### config.mk
export PLATFORM = sky130hd
export DESIGN_NAME = nag_alu_top
export DESIGN_NICKNAME = d
export VERILOG_FILES = /design/src/rtl/nag_pkg.sv /design/src/rtl/nag_hold_reg.sv /design/src/rtl/nag_bcd_adder.sv /design/src/rtl/nag_alu_top.sv
export VERILOG_INCLUDE_DIRS = /design/src /design/src/rtl
export SDC_FILE = /design/constraint.sdc
export NUM_CORES = 1
export LEC_CHECK = 0
export BUFFER_PORTS_ARGS = -buffer_cell sky130_fd_sc_hd__buf_2
export CAP_MARGIN = 20
export CORE_ASPECT_RATIO = 1.5
export CORE_UTILIZATION = 45
export DETAILED_ROUTE_END_ITERATION = 8
export PLACE_DENSITY = 0.71
export REMOVE_ABC_BUFFERS = 1
export SYNTH_ARGS = -nofsm -noshare
export SYNTH_HDL_FRONTEND = slang
export SYNTH_SLANG_ARGS = --single-unit
### constraint.sdc
create_clock -name sys_clk_i -period 10.17 [get_ports sys_clk_i]
set_input_delay 2.5425 -clock sys_clk_i [delete_from_list [all_inputs] [get_ports sys_clk_i]]
set_output_delay 2.5425 -clock sys_clk_i [all_outputs]
set_load 0.05 [all_outputs]
### src/rtl/nag_consts.svh
// register offsets, field positions, reset values, decimal adjustment figures and bus responses
// assumes inclusion by the nibble alu block files only
`ifndef NAG_CONSTS_SVH
`define NAG_CONSTS_SVH
// register byte offsets
`define NAG_OFF_POINTER 8'h00
`define NAG_OFF_STATUS 8'h04
`define NAG_OFF_INDEX 8'h08
`define NAG_OFF_MEMPTR 8'h0c
`define NAG_OFF_IRQ_STAT 8'h10
`define NAG_OFF_IRQ_CLR 8'h14
`define NAG_OFF_IRQ_EN 8'h18
// status word bit positions
`define NAG_ST_IXE 0
`define NAG_ST_Z 1
`define NAG_ST_CY 2
`define NAG_ST_CMP 3
`define NAG_ST_BCD 4
// memory row pointer enable position
`define NAG_MP_MPE 8
// event bit positions
`define NAG_EV_DONE 0
`define NAG_EV_SKIP 1
`define NAG_EV_CARRY 2
// reset values
`define NAG_RST_PTR 4'h0
`define NAG_RST_STATUS 5'h00
`define NAG_RST_INDEX 11'h000
`define NAG_RST_MEMPTR 7'h00
`define NAG_RST_IRQ 3'h0
// decimal adjustment figures
`define NAG_BCD_MAX 5'h09
`define NAG_BCD_FIX 4'h6
// bus responses
`define NAG_RESP_OKAY 2'h0
`define NAG_RESP_SLVERR 2'h2
`endif

### src/rtl/nag_pkg.sv
// types shared by the nibble alu block
// assumes nothing beyond a systemverilog compiler
package nag_pkg;
    // decoded instruction; no register-with-immediate form exists
    typedef enum logic [4:0] {
        op_add, op_add_with_carry, op_sub, op_subtract_with_borrow,
        op_and, op_or, op_xor, op_load_register, op_store_register,
        op_set_imm, op_indirect_move, op_indirect_fetch,
        op_rotate_right_carry, op_skip_true, op_skip_false,
        op_skip_eq, op_skip_ne, op_skip_ge, op_skip_lt
    } nag_op_t;
    // instruction sequencer
    typedef enum logic [2:0] {
        st_idle, st_rd_r, st_latch, st_rd_m, st_exec, st_wb
    } nag_state_t;
endpackage : nag_pkg

### src/rtl/nag_hold_reg.sv
// temporary operand holding register
// assumes one synchronous active-high reset
`timescale 1ns/1ps
module nag_hold_reg #(
    parameter int W = 4
) (
    input wire logic sys_clk_i,
    input wire logic rst_i,
    input wire logic load_i,
    input wire logic [W-1:0] d_i,
    output logic [W-1:0] q_o
);
    logic [W-1:0] q_ff;
    // capture on load, hold otherwise
    always_ff @(posedge sys_clk_i) begin
        if (rst_i) begin
            q_ff <= '0;
        end else if (load_i) begin
            q_ff <= d_i;
        end
    end
    assign q_o = q_ff;
endmodule : nag_hold_reg

### src/rtl/nag_bcd_adder.sv
// 4-bit adder/subtractor with decimal adjustment
// assumes operands already held in registers
`timescale 1ns/1ps
`include "nag_consts.svh"
module nag_bcd_adder (
    input wire logic [3:0] a_i,
    input wire logic [3:0] b_i,
    input wire logic cin_i,
    input wire logic sub_i,
    input wire logic bcd_i,
    output logic [3:0] res_o,
    output logic cout_o
);
    logic [4:0] raw;
    // binary result, then decimal correction
    always_comb begin
        if (sub_i) begin
            raw = {1'b0, a_i} - {1'b0, b_i} - {4'h0, cin_i};
        end else begin
            raw = {1'b0, a_i} + {1'b0, b_i} + {4'h0, cin_i};
        end
        res_o = raw[3:0];
        cout_o = raw[4];
        if (bcd_i && !sub_i && raw > `NAG_BCD_MAX) begin
            res_o = raw[3:0] + `NAG_BCD_FIX;
            cout_o = 1'b1;
        end
        if (bcd_i && sub_i && raw[4]) begin
            res_o = raw[3:0] - `NAG_BCD_FIX;
        end
    end
endmodule : nag_bcd_adder

### src/rtl/nag_alu_top.sv
// nibble alu datapath with general register addressing
// assumes a data memory that returns read data one cycle after dm_re_o
`timescale 1ns/1ps
`include "nag_consts.svh"
module nag_alu_top (
    input wire logic sys_clk_i,
    input wire logic rst_i,
    input wire logic instr_valid_i,
    input wire nag_pkg::nag_op_t instr_op_i,
    input wire logic [3:0] instr_col_i,
    input wire logic [10:0] instr_mem_i,
    input wire logic [3:0] instr_imm_i,
    output logic instr_ready_o,
    output logic instr_done_o,
    output logic instr_skip_o,
    output logic [10:0] dm_addr_o,
    output logic dm_re_o,
    output logic dm_we_o,
    output logic [3:0] dm_wdata_o,
    input wire logic [3:0] dm_rdata_i,
    input wire logic [7:0] s_axi_awaddr_i,
    input wire logic s_axi_awvalid_i,
    output logic s_axi_awready_o,
    input wire logic [31:0] s_axi_wdata_i,
    input wire logic [3:0] s_axi_wstrb_i,
    input wire logic s_axi_wvalid_i,
    output logic s_axi_wready_o,
    output logic [1:0] s_axi_bresp_o,
    output logic s_axi_bvalid_o,
    input wire logic s_axi_bready_i,
    input wire logic [7:0] s_axi_araddr_i,
    input wire logic s_axi_arvalid_i,
    output logic s_axi_arready_o,
    output logic [31:0] s_axi_rdata_o,
    output logic [1:0] s_axi_rresp_o,
    output logic s_axi_rvalid_o,
    input wire logic s_axi_rready_i,
    output logic irq_o
);
    import nag_pkg::*;

    ////////////////////////////////////////////////////////////////////////
    // state
    nag_state_t state_ff;
    nag_op_t op_ff;
    logic [3:0] col_ff, imm_ff, tmp_a, tmp_b, ptr_ff, wr_data, add_res;
    logic [10:0] mem_ff, index_ff, m_eff, wr_addr, greg_addr, awaddr_ff;
    logic [6:0] mp_ff;
    logic [4:0] status_ff, nxt_status;
    logic [2:0] irq_stat_ff, irq_en_ff, nxt_irq_stat, ev;
    logic [31:0] wdata_ff, wmask, m_ptr, m_st, m_idx, m_mp, m_en, rd_mux;
    logic [7:0] awaddr_q;
    logic ready_ff, done_ff, skip_ff, re_ff, we_ff, mpe_ff, irq_ff;
    logic is_arith, add_cout, wr_en, skip_c, hw_upd, rd_hit, wr_hit;
    logic aw_got_ff, w_got_ff, bvalid_ff, rvalid_ff, awready_ff, wready_ff;
    logic arready_ff, nxt_aw_got, nxt_w_got, nxt_bvalid, nxt_rvalid, wr_go;
    logic [1:0] bresp_ff, rresp_ff;
    logic [31:0] rdata_ff;
    logic [3:0] wstrb_ff;
    logic [10:0] dm_addr_ff;
    logic [3:0] dm_wdata_ff;

    ////////////////////////////////////////////////////////////////////////
    // address formation
    // register row: live bank bit, 3-bit row, column from operand
    assign greg_addr = {3'h0, ptr_ff, col_ff};
    // index modification of the memory operand
    assign m_eff = status_ff[`NAG_ST_IXE] ? (mem_ff | index_ff) : mem_ff;
    // indirect target: operand bank/row (or row pointer), register column
    function automatic logic [10:0] ind_addr(input logic [3:0] col);
        ind_addr = {(mpe_ff ? mp_ff : m_eff[10:4]), col};
    endfunction : ind_addr

    ////////////////////////////////////////////////////////////////////////
    // temporary registers a (register nibble) and b (memory nibble)
    nag_hold_reg #(.W(4)) u_tmp_a (
        .sys_clk_i(sys_clk_i), .rst_i(rst_i),
        .load_i(state_ff == st_latch), .d_i(dm_rdata_i), .q_o(tmp_a)
    );
    nag_hold_reg #(.W(4)) u_tmp_b (
        .sys_clk_i(sys_clk_i), .rst_i(rst_i),
        .load_i(state_ff == st_exec), .d_i(dm_rdata_i), .q_o(tmp_b)
    );

    // arithmetic with optional decimal adjustment
    assign is_arith = op_ff inside {op_add, op_add_with_carry, op_sub, op_subtract_with_borrow};
    nag_bcd_adder u_add (
        .a_i(tmp_a), .b_i(tmp_b),
        .cin_i(status_ff[`NAG_ST_CY] && (op_ff inside {op_add_with_carry, op_subtract_with_borrow})),
        .sub_i(op_ff inside {op_sub, op_subtract_with_borrow}),
        .bcd_i(status_ff[`NAG_ST_BCD]),
        .res_o(add_res), .cout_o(add_cout)
    );

    ////////////////////////////////////////////////////////////////////////
    // result, destination and skip decision
    always_comb begin
        wr_en = 1'b0;
        wr_addr = greg_addr;
        wr_data = tmp_a;
        skip_c = 1'b0;
        case (op_ff)
            op_add, op_add_with_carry, op_sub, op_subtract_with_borrow: begin
                wr_en = !status_ff[`NAG_ST_CMP];
                wr_data = add_res;
            end
            op_and: begin wr_en = 1'b1; wr_data = tmp_a & tmp_b; end
            op_or: begin wr_en = 1'b1; wr_data = tmp_a | tmp_b; end
            op_xor: begin wr_en = 1'b1; wr_data = tmp_a ^ tmp_b; end
            op_load_register: begin wr_en = 1'b1; wr_data = tmp_b; end
            op_rotate_right_carry: begin
                wr_en = 1'b1;
                wr_data = {status_ff[`NAG_ST_CY], tmp_a[3:1]};
            end
            op_store_register: begin wr_en = 1'b1; wr_addr = m_eff; end
            op_set_imm: begin wr_en = 1'b1; wr_addr = m_eff; wr_data = imm_ff; end
            op_indirect_move: begin
                wr_en = 1'b1;
                wr_addr = ind_addr(tmp_a);
                wr_data = tmp_b;
            end
            op_indirect_fetch: begin wr_en = 1'b1; wr_addr = m_eff; wr_data = tmp_b; end
            op_skip_true: skip_c = (tmp_b & imm_ff) == imm_ff;
            op_skip_false: skip_c = (tmp_b & imm_ff) == 4'h0;
            op_skip_eq: skip_c = tmp_b == imm_ff;
            op_skip_ne: skip_c = tmp_b != imm_ff;
            op_skip_ge: skip_c = tmp_b >= imm_ff;
            op_skip_lt: skip_c = tmp_b < imm_ff;
            default: skip_c = 1'b0;
        endcase
    end

    ////////////////////////////////////////////////////////////////////////
    // sequencer: read register, read operand, execute, write back
    always_ff @(posedge sys_clk_i) begin
        if (rst_i) begin
            state_ff <= st_idle;
            ready_ff <= 1'b1;
            done_ff <= 1'b0;
            skip_ff <= 1'b0;
            re_ff <= 1'b0;
            we_ff <= 1'b0;
            dm_addr_ff <= 11'h000;
            dm_wdata_ff <= 4'h0;
            op_ff <= op_add;
            col_ff <= 4'h0;
            mem_ff <= 11'h000;
            imm_ff <= 4'h0;
        end else begin
            re_ff <= 1'b0;
            we_ff <= 1'b0;
            done_ff <= 1'b0;
            skip_ff <= 1'b0;
            case (state_ff)
                st_idle: begin
                    if (instr_valid_i) begin
                        op_ff <= instr_op_i;
                        col_ff <= instr_col_i;
                        mem_ff <= instr_mem_i;
                        imm_ff <= instr_imm_i;
                        // register row read like any memory nibble
                        dm_addr_ff <= {3'h0, ptr_ff, instr_col_i};
                        re_ff <= 1'b1;
                        ready_ff <= 1'b0;
                        state_ff <= st_rd_r;
                    end
                end
                st_rd_r: state_ff <= st_latch;
                st_latch: begin
                    dm_addr_ff <= (op_ff == op_indirect_fetch) ? ind_addr(dm_rdata_i) : m_eff;
                    re_ff <= 1'b1;
                    state_ff <= st_rd_m;
                end
                st_rd_m: state_ff <= st_exec;
                st_exec: state_ff <= st_wb;
                st_wb: begin
                    we_ff <= wr_en;
                    dm_addr_ff <= wr_addr;
                    dm_wdata_ff <= wr_data;
                    done_ff <= 1'b1;
                    skip_ff <= skip_c;
                    ready_ff <= 1'b1;
                    state_ff <= st_idle;
                end
                default: state_ff <= st_idle;
            endcase
        end
    end

    ////////////////////////////////////////////////////////////////////////
    // status word: instruction update wins over a bus write
    assign hw_upd = (state_ff == st_wb) && (is_arith || op_ff == op_rotate_right_carry);
    always_comb begin
        nxt_status = status_ff;
        if (op_ff == op_rotate_right_carry) begin
            nxt_status[`NAG_ST_CY] = tmp_a[0];
        end else begin
            nxt_status[`NAG_ST_CY] = add_cout;
            if (status_ff[`NAG_ST_CMP]) begin
                nxt_status[`NAG_ST_Z] = status_ff[`NAG_ST_Z] && (add_res == 4'h0);
            end else begin
                nxt_status[`NAG_ST_Z] = add_res == 4'h0;
            end
        end
    end
    always_ff @(posedge sys_clk_i) begin
        if (rst_i) begin
            status_ff <= `NAG_RST_STATUS;
        end else if (hw_upd) begin
            status_ff <= nxt_status;
        end else if (wr_go && awaddr_q == `NAG_OFF_STATUS) begin
            status_ff <= m_st[4:0];
        end
    end

    ////////////////////////////////////////////////////////////////////////
    // software registers: pointer, index, row pointer, irq enable
    assign wmask = {{8{wstrb_ff[3]}}, {8{wstrb_ff[2]}}, {8{wstrb_ff[1]}}, {8{wstrb_ff[0]}}};
    assign m_ptr = ({28'h0, ptr_ff} & ~wmask) | (wdata_ff & wmask);
    assign m_st = ({27'h0, status_ff} & ~wmask) | (wdata_ff & wmask);
    assign m_idx = ({21'h0, index_ff} & ~wmask) | (wdata_ff & wmask);
    assign m_mp = ({23'h0, mpe_ff, 1'b0, mp_ff} & ~wmask) | (wdata_ff & wmask);
    assign m_en = ({29'h0, irq_en_ff} & ~wmask) | (wdata_ff & wmask);
    assign awaddr_q = awaddr_ff[7:0];
    always_ff @(posedge sys_clk_i) begin
        if (rst_i) begin
            ptr_ff <= `NAG_RST_PTR;
            index_ff <= `NAG_RST_INDEX;
            mp_ff <= `NAG_RST_MEMPTR;
            mpe_ff <= 1'b0;
            irq_en_ff <= `NAG_RST_IRQ;
        end else if (wr_go) begin
            case (awaddr_q)
                // bank bits above the lowest are not stored
                `NAG_OFF_POINTER: ptr_ff <= m_ptr[3:0];
                `NAG_OFF_INDEX: index_ff <= m_idx[10:0];
                `NAG_OFF_MEMPTR: begin
                    mp_ff <= m_mp[6:0];
                    mpe_ff <= m_mp[`NAG_MP_MPE];
                end
                `NAG_OFF_IRQ_EN: irq_en_ff <= m_en[2:0];
                default: ptr_ff <= ptr_ff;
            endcase
        end
    end

    ////////////////////////////////////////////////////////////////////////
    // interrupts: sticky events, set beats write-one clear
    assign ev[`NAG_EV_DONE] = state_ff == st_wb;
    assign ev[`NAG_EV_SKIP] = (state_ff == st_wb) && skip_c;
    assign ev[`NAG_EV_CARRY] = hw_upd && is_arith && add_cout;
    always_comb begin
        nxt_irq_stat = irq_stat_ff;
        if (wr_go && awaddr_q == `NAG_OFF_IRQ_CLR && wstrb_ff[0]) begin
            nxt_irq_stat = irq_stat_ff & ~wdata_ff[2:0];
        end
        nxt_irq_stat = nxt_irq_stat | ev;
    end
    always_ff @(posedge sys_clk_i) begin
        if (rst_i) begin
            irq_stat_ff <= `NAG_RST_IRQ;
            irq_ff <= 1'b0;
        end else begin
            irq_stat_ff <= nxt_irq_stat;
            irq_ff <= |(nxt_irq_stat & irq_en_ff);
        end
    end

    ////////////////////////////////////////////////////////////////////////
    // axi4-lite write channel
    assign wr_go = aw_got_ff && w_got_ff && !bvalid_ff;
    assign wr_hit = awaddr_q inside {`NAG_OFF_POINTER, `NAG_OFF_STATUS, `NAG_OFF_INDEX,
        `NAG_OFF_MEMPTR, `NAG_OFF_IRQ_CLR, `NAG_OFF_IRQ_EN};
    assign nxt_aw_got = wr_go ? 1'b0 : (aw_got_ff || (s_axi_awvalid_i && awready_ff));
    assign nxt_w_got = wr_go ? 1'b0 : (w_got_ff || (s_axi_wvalid_i && wready_ff));
    assign nxt_bvalid = wr_go || (bvalid_ff && !s_axi_bready_i);
    always_ff @(posedge sys_clk_i) begin
        if (rst_i) begin
            aw_got_ff <= 1'b0;
            w_got_ff <= 1'b0;
            bvalid_ff <= 1'b0;
            awready_ff <= 1'b0;
            wready_ff <= 1'b0;
            bresp_ff <= `NAG_RESP_OKAY;
            awaddr_ff <= 11'h000;
            wdata_ff <= 32'h0;
            wstrb_ff <= 4'h0;
        end else begin
            aw_got_ff <= nxt_aw_got;
            w_got_ff <= nxt_w_got;
            bvalid_ff <= nxt_bvalid;
            awready_ff <= !nxt_aw_got && !nxt_bvalid;
            wready_ff <= !nxt_w_got && !nxt_bvalid;
            if (s_axi_awvalid_i && awready_ff) begin
                awaddr_ff <= {3'h0, s_axi_awaddr_i};
            end
            if (s_axi_wvalid_i && wready_ff) begin
                wdata_ff <= s_axi_wdata_i;
                wstrb_ff <= s_axi_wstrb_i;
            end
            if (wr_go) begin
                bresp_ff <= wr_hit ? `NAG_RESP_OKAY : `NAG_RESP_SLVERR;
            end
        end
    end

    ////////////////////////////////////////////////////////////////////////
    // axi4-lite read channel
    always_comb begin
        rd_hit = 1'b1;
        case (s_axi_araddr_i)
            `NAG_OFF_POINTER: rd_mux = {28'h0, ptr_ff};
            `NAG_OFF_STATUS: rd_mux = {27'h0, status_ff};
            `NAG_OFF_INDEX: rd_mux = {21'h0, index_ff};
            `NAG_OFF_MEMPTR: rd_mux = {23'h0, mpe_ff, 1'b0, mp_ff};
            `NAG_OFF_IRQ_STAT: rd_mux = {29'h0, irq_stat_ff};
            `NAG_OFF_IRQ_CLR: rd_mux = 32'h0;
            `NAG_OFF_IRQ_EN: rd_mux = {29'h0, irq_en_ff};
            default: begin rd_mux = 32'h0; rd_hit = 1'b0; end
        endcase
    end
    assign nxt_rvalid = (s_axi_arvalid_i && arready_ff) || (rvalid_ff && !s_axi_rready_i);
    always_ff @(posedge sys_clk_i) begin
        if (rst_i) begin
            rvalid_ff <= 1'b0;
            arready_ff <= 1'b0;
            rdata_ff <= 32'h0;
            rresp_ff <= `NAG_RESP_OKAY;
        end else begin
            rvalid_ff <= nxt_rvalid;
            arready_ff <= !nxt_rvalid;
            if (s_axi_arvalid_i && arready_ff) begin
                rdata_ff <= rd_mux;
                rresp_ff <= rd_hit ? `NAG_RESP_OKAY : `NAG_RESP_SLVERR;
            end
        end
    end

    // outputs straight from flops
    assign instr_ready_o = ready_ff;
    assign instr_done_o = done_ff;
    assign instr_skip_o = skip_ff;
    assign dm_addr_o = dm_addr_ff;
    assign dm_re_o = re_ff;
    assign dm_we_o = we_ff;
    assign dm_wdata_o = dm_wdata_ff;
    assign s_axi_awready_o = awready_ff;
    assign s_axi_wready_o = wready_ff;
    assign s_axi_bvalid_o = bvalid_ff;
    assign s_axi_bresp_o = bresp_ff;
    assign s_axi_arready_o = arready_ff;
    assign s_axi_rvalid_o = rvalid_ff;
    assign s_axi_rdata_o = rdata_ff;
    assign s_axi_rresp_o = rresp_ff;
    assign irq_o = irq_ff;
endmodule : nag_alu_top

==> results.rst <==
.. list-table::
   :header-rows: 1

   * - Metric
     - Value
   * - Max rail drop VDD
     - 0.131 mV
   * - Hold violation count in the final report
     - 0
   * - Number of failing setup endpoints in the final timing report
     - 0
   * - Net switching power figure
     - 435 uW
   * - Met3 usage
     - 4.09%
   * - Synthesized instance count
     - 890
   * - Required time worst endpoint
     - 10.48 ns
   * - CTS H-tree lvls
     - 4
   * - Part of the power in combinational logic
     - 15.8%
   * - Most instantiated cells after synthesis
     - 154 x nand2_1, 131 x dfxtp_1, 104 x a21oi_1, 104 x nor2_1, 43 x clkbuf_1
   * - Pin count of the biggest net entering global routing
     - 85
   * - Count of maximum capacitance violations
     - 0
   * - Critical path class
     - register to register
   * - Total die area
     - 16200 um^2
   * - Number of distinct library cells after synthesis
     - 69
   * - Number of warnings reported in the yosys synthesis log
     - 0
   * - Number of antenna violations at the first check in global routing
     - 0
   * - Final routed wirelength across all metal layers
     - 19500 um
   * - Total GRT Usage
     - 24.5%
   * - Total count of max-transition violations in the final report
     - 0
   * - Global placement routability congestion
     - 0.921
   * - Logic depth of the worst register-to-register path
     - 13
   * - Status
     - completed
   * - Number of gates resized after cts
     - 0
   * - Dominant cell by count in the synthesized netlist
     - nand2_1
   * - Layout-stage area growth over the synthesis result
     - 15.7%
   * - Post-layout utilization of the core
     - 53.8%
   * - Final nets
     - 1083
   * - Number of rows in the core area
     - 55
   * - Worst flop-to-flop path endpoint
     - dm_wdata_o[1]
   * - Vias post-DR
     - 6568
   * - Clock Tree Buf Depth
     - 2
   * - Hold crit path type
     - register to register
   * - Antenna Violating Nets Remaining
     - 0
   * - Worst-case headroom to the max-slew limit
     - 35.1%
   * - Worst-Margin Slew
     - 0.960 ns
   * - Achievable frequency
     - 0.248 GHz
   * - DRT Pass-1 Iters
     - 5
   * - Clock insertion delay at the later pin of the skew report
     - 0.42 ns
   * - Netlist Area Pre-Place
     - 7080 um^2
   * - Most used flip-flop cell after synthesis
     - dfxtp_1
   * - Hold_buf cts
     - 0
   * - Clock skew after layout
     - 0.0113 ns
   * - Worst hold endpoint
     - instr_ready_o
   * - Critical Path Sink Type
     - register
   * - Period utilisation layout
     - 39.7%
   * - Post-synth EDFFs
     - 0
   * - Starting density of the core
     - 46.5%
   * - Reg power frac
     - 40.1%
   * - Arrival time at the worst endpoint
     - 4.34 ns
   * - Switching portion of total power
     - 30.7%
   * - Launch point of the worst hold path
     - instr_ready_o
   * - Ranking of synthesized cells by area
     - dfxtp_1 37%, nand2_1 8.2%, a21oi_1 7.4%
   * - Via count of the first global-routing pass
     - 6230
   * - Cell depth of the worst hold path
     - 2
   * - Clock slew at the register clock pins of the worst setup and hold paths
     - 0.06 ns
   * - GRT Residual Overflow
     - 0
   * - TritonCTS clock tree
     - built
   * - Pwr Density
     - 173 nW/um^2
   * - TritonCTS buffer count
     - 17
   * - Clk root buf
     - clkbuf_16
   * - Global-route wire length before repair
     - 31400 um
   * - Residual DRC
     - 0
   * - Global Route met2 Usage
     - 44.8%
   * - Total inserted antenna cells
     - 0
   * - Number of buffers inserted by port buffering
     - 103
   * - RR Startpoint
     - op_ff[2]
   * - Count of fill cells added during filler insertion
     - 1471
   * - Setup TNS
     - 0 ns
   * - Final Power
     - 1420 uW
   * - Post-synth top area share
     - 37.1%
   * - Vertical die dimension
     - 156 um
   * - Global routing's busiest layer
     - met2
   * - HPWL after DPL
     - 14400 um
   * - Leakage power total
     - 0.00346 uW
   * - Final worst hold slack
     - 0.440 ns
   * - Critical path startpoint category
     - register
   * - Maximum fanout along the worst path
     - 13
   * - Minimum clock period
     - 4.04 ns
   * - Cell Int Power
     - 981 uW
   * - Proportion of layout cells with a drive suffix above 1
     - 16.0%
   * - Post-CTS setup buffer count
     - 0
   * - Die width
     - 104 um
   * - Core region area
     - 15200 um^2
   * - Detailed Route Iter0 Violations
     - 375
   * - RSZ-0062 raised after global routing
     - false
   * - Average cell area after synthesis
     - 7.95 um^2
   * - Proportion of synthesized flip-flops having asynchronous set or reset
     - 0%
   * - Clock sinks
     - 131
   * - Flop and latch count out of synthesis
     - 131
   * - Part of the power in the clock network
     - 44.1%
   * - Post-synthesis cell type with the largest combined area
     - dfxtp_1
   * - Post-synthesis sequential area ratio
     - 37.1%
   * - Setup slack of the most critical reg-to-reg path
     - 6.13 ns
   * - Register area
     - 2620 um^2
   * - Number of I/O pins
     - 150
   * - Met1 track utilization from global routing
     - 26.8%
   * - Combined area of the multi-input logic cells
     - 4070 um^2
   * - Routed wire per std cell
     - 16.6 um
   * - Vias per cell
     - 5.59
-- critical path, cell delays in order (launching register included) --
cell,delay [ns]
dfxtp_1,0.44
or2_2,0.40
nor2_1,0.13
nand3_1,0.15
fa_1,0.47
fa_1,0.52
o21ai_0,0.49
ha_1,0.24
inv_1,0.04
o21ai_1,0.22
o211ai_1,0.20
a22oi_1,0.21
xnor2_1,0.12
a221o_1,0.31
-- per-layer routing --
layer / routed length [um] / up-vias
met1: 7420 / 3061
met5: 0 / -
li1: - / 3240
met3: 781 / 56
met4: 904 / 0
met2: 10400 / 211
-- cell type report --
type                            instances  area share [%]
Sequential cell                       131            32.0
Timing Repair Buffer                  106            6.60
Clock buffer                           18            5.37
Tap cell                              199            3.04
Clock inverter                         14            2.05
Inverter                               25            1.15
Multi-Input combinational cell        682            49.8
-- worst max-delay path by stage --
stage | start | to | slack (ns) | cells after the start
floorplan | instr_valid_i | dm_addr_o[0] | 4.80 | 4
global placement | s_axi_araddr_i[1] | s_axi_rdata_o[5] | 6.10 | 7
detailed placement | s_axi_araddr_i[1] | s_axi_rdata_o[5] | 6.07 | 7
CTS | op_ff[2] | status_ff[1] | 6.14 | 13
global route | op_ff[2] | dm_wdata_o[1] | 5.79 | 13
finish | op_ff[2] | dm_wdata_o[1] | 6.13 | 13
-- stage by stage --
step / instances / setup slack (ns) / instance area, um^2
6_report: 1175 / 6.13 / 8190
3_5_place_dp: 1143 / 6.07 / 7580
3_3_place_gp: 1143 / 6.10 / 7580
2_1_floorplan: 838 / 4.80 / 6780
5_1_grt: 1175 / 5.79 / 8190
4_1_cts: 1175 / 6.14 / 8190
-- cells by family after synthesis --
logic type / Yosys count / share of synthesized area (%)
other cells: 1 / 0.0530
xor+xnor: 7 / 0.866
simple gates: 364 / 23.2
fa+ha+maj: 32 / 6.08
flops: 131 / 37.1
compound gates: 215 / 19.5
buf+inv: 99 / 6.65
mux: 41 / 6.58
-- power by group through the flow --
stage	clock (uW)	sequential (uW)	combinational, uW
floorplan	0	601	127
CTS	630	567	225
global placement	0	578	222
finish	624	568	224
detailed placement	0	579	224
global route	655	571	250
-- placed cells by master, fill, tap and decap left out, types with 5 or more instances in the layout --
| master | count |
|---|---|
| a211oi_1 | 19 |
| o21ai_0 | 16 |
| nand3_1 | 17 |
| buf_2 | 102 |
| o211ai_1 | 14 |
| inv_1 | 25 |
| nor2_1 | 104 |
| a21oi_1 | 104 |
| nand2_1 | 154 |
| a22oi_1 | 5 |
| dfxtp_1 | 131 |
| o21a_1 | 5 |
| nor4_1 | 6 |
| nor2b_1 | 10 |
| ha_1 | 28 |
| a31oi_1 | 5 |
| xnor2_1 | 5 |
| and3_1 | 5 |
| conb_1 | 23 |
| inv_6 | 5 |
| and2_1 | 8 |
| nand2b_1 | 10 |
| or3_1 | 5 |
| mux2i_1 | 33 |
| a2111oi_0 | 5 |
| clkbuf_16 | 17 |
| nor3_1 | 20 |
No activity file was read; power rests on OpenSTA's default activity.
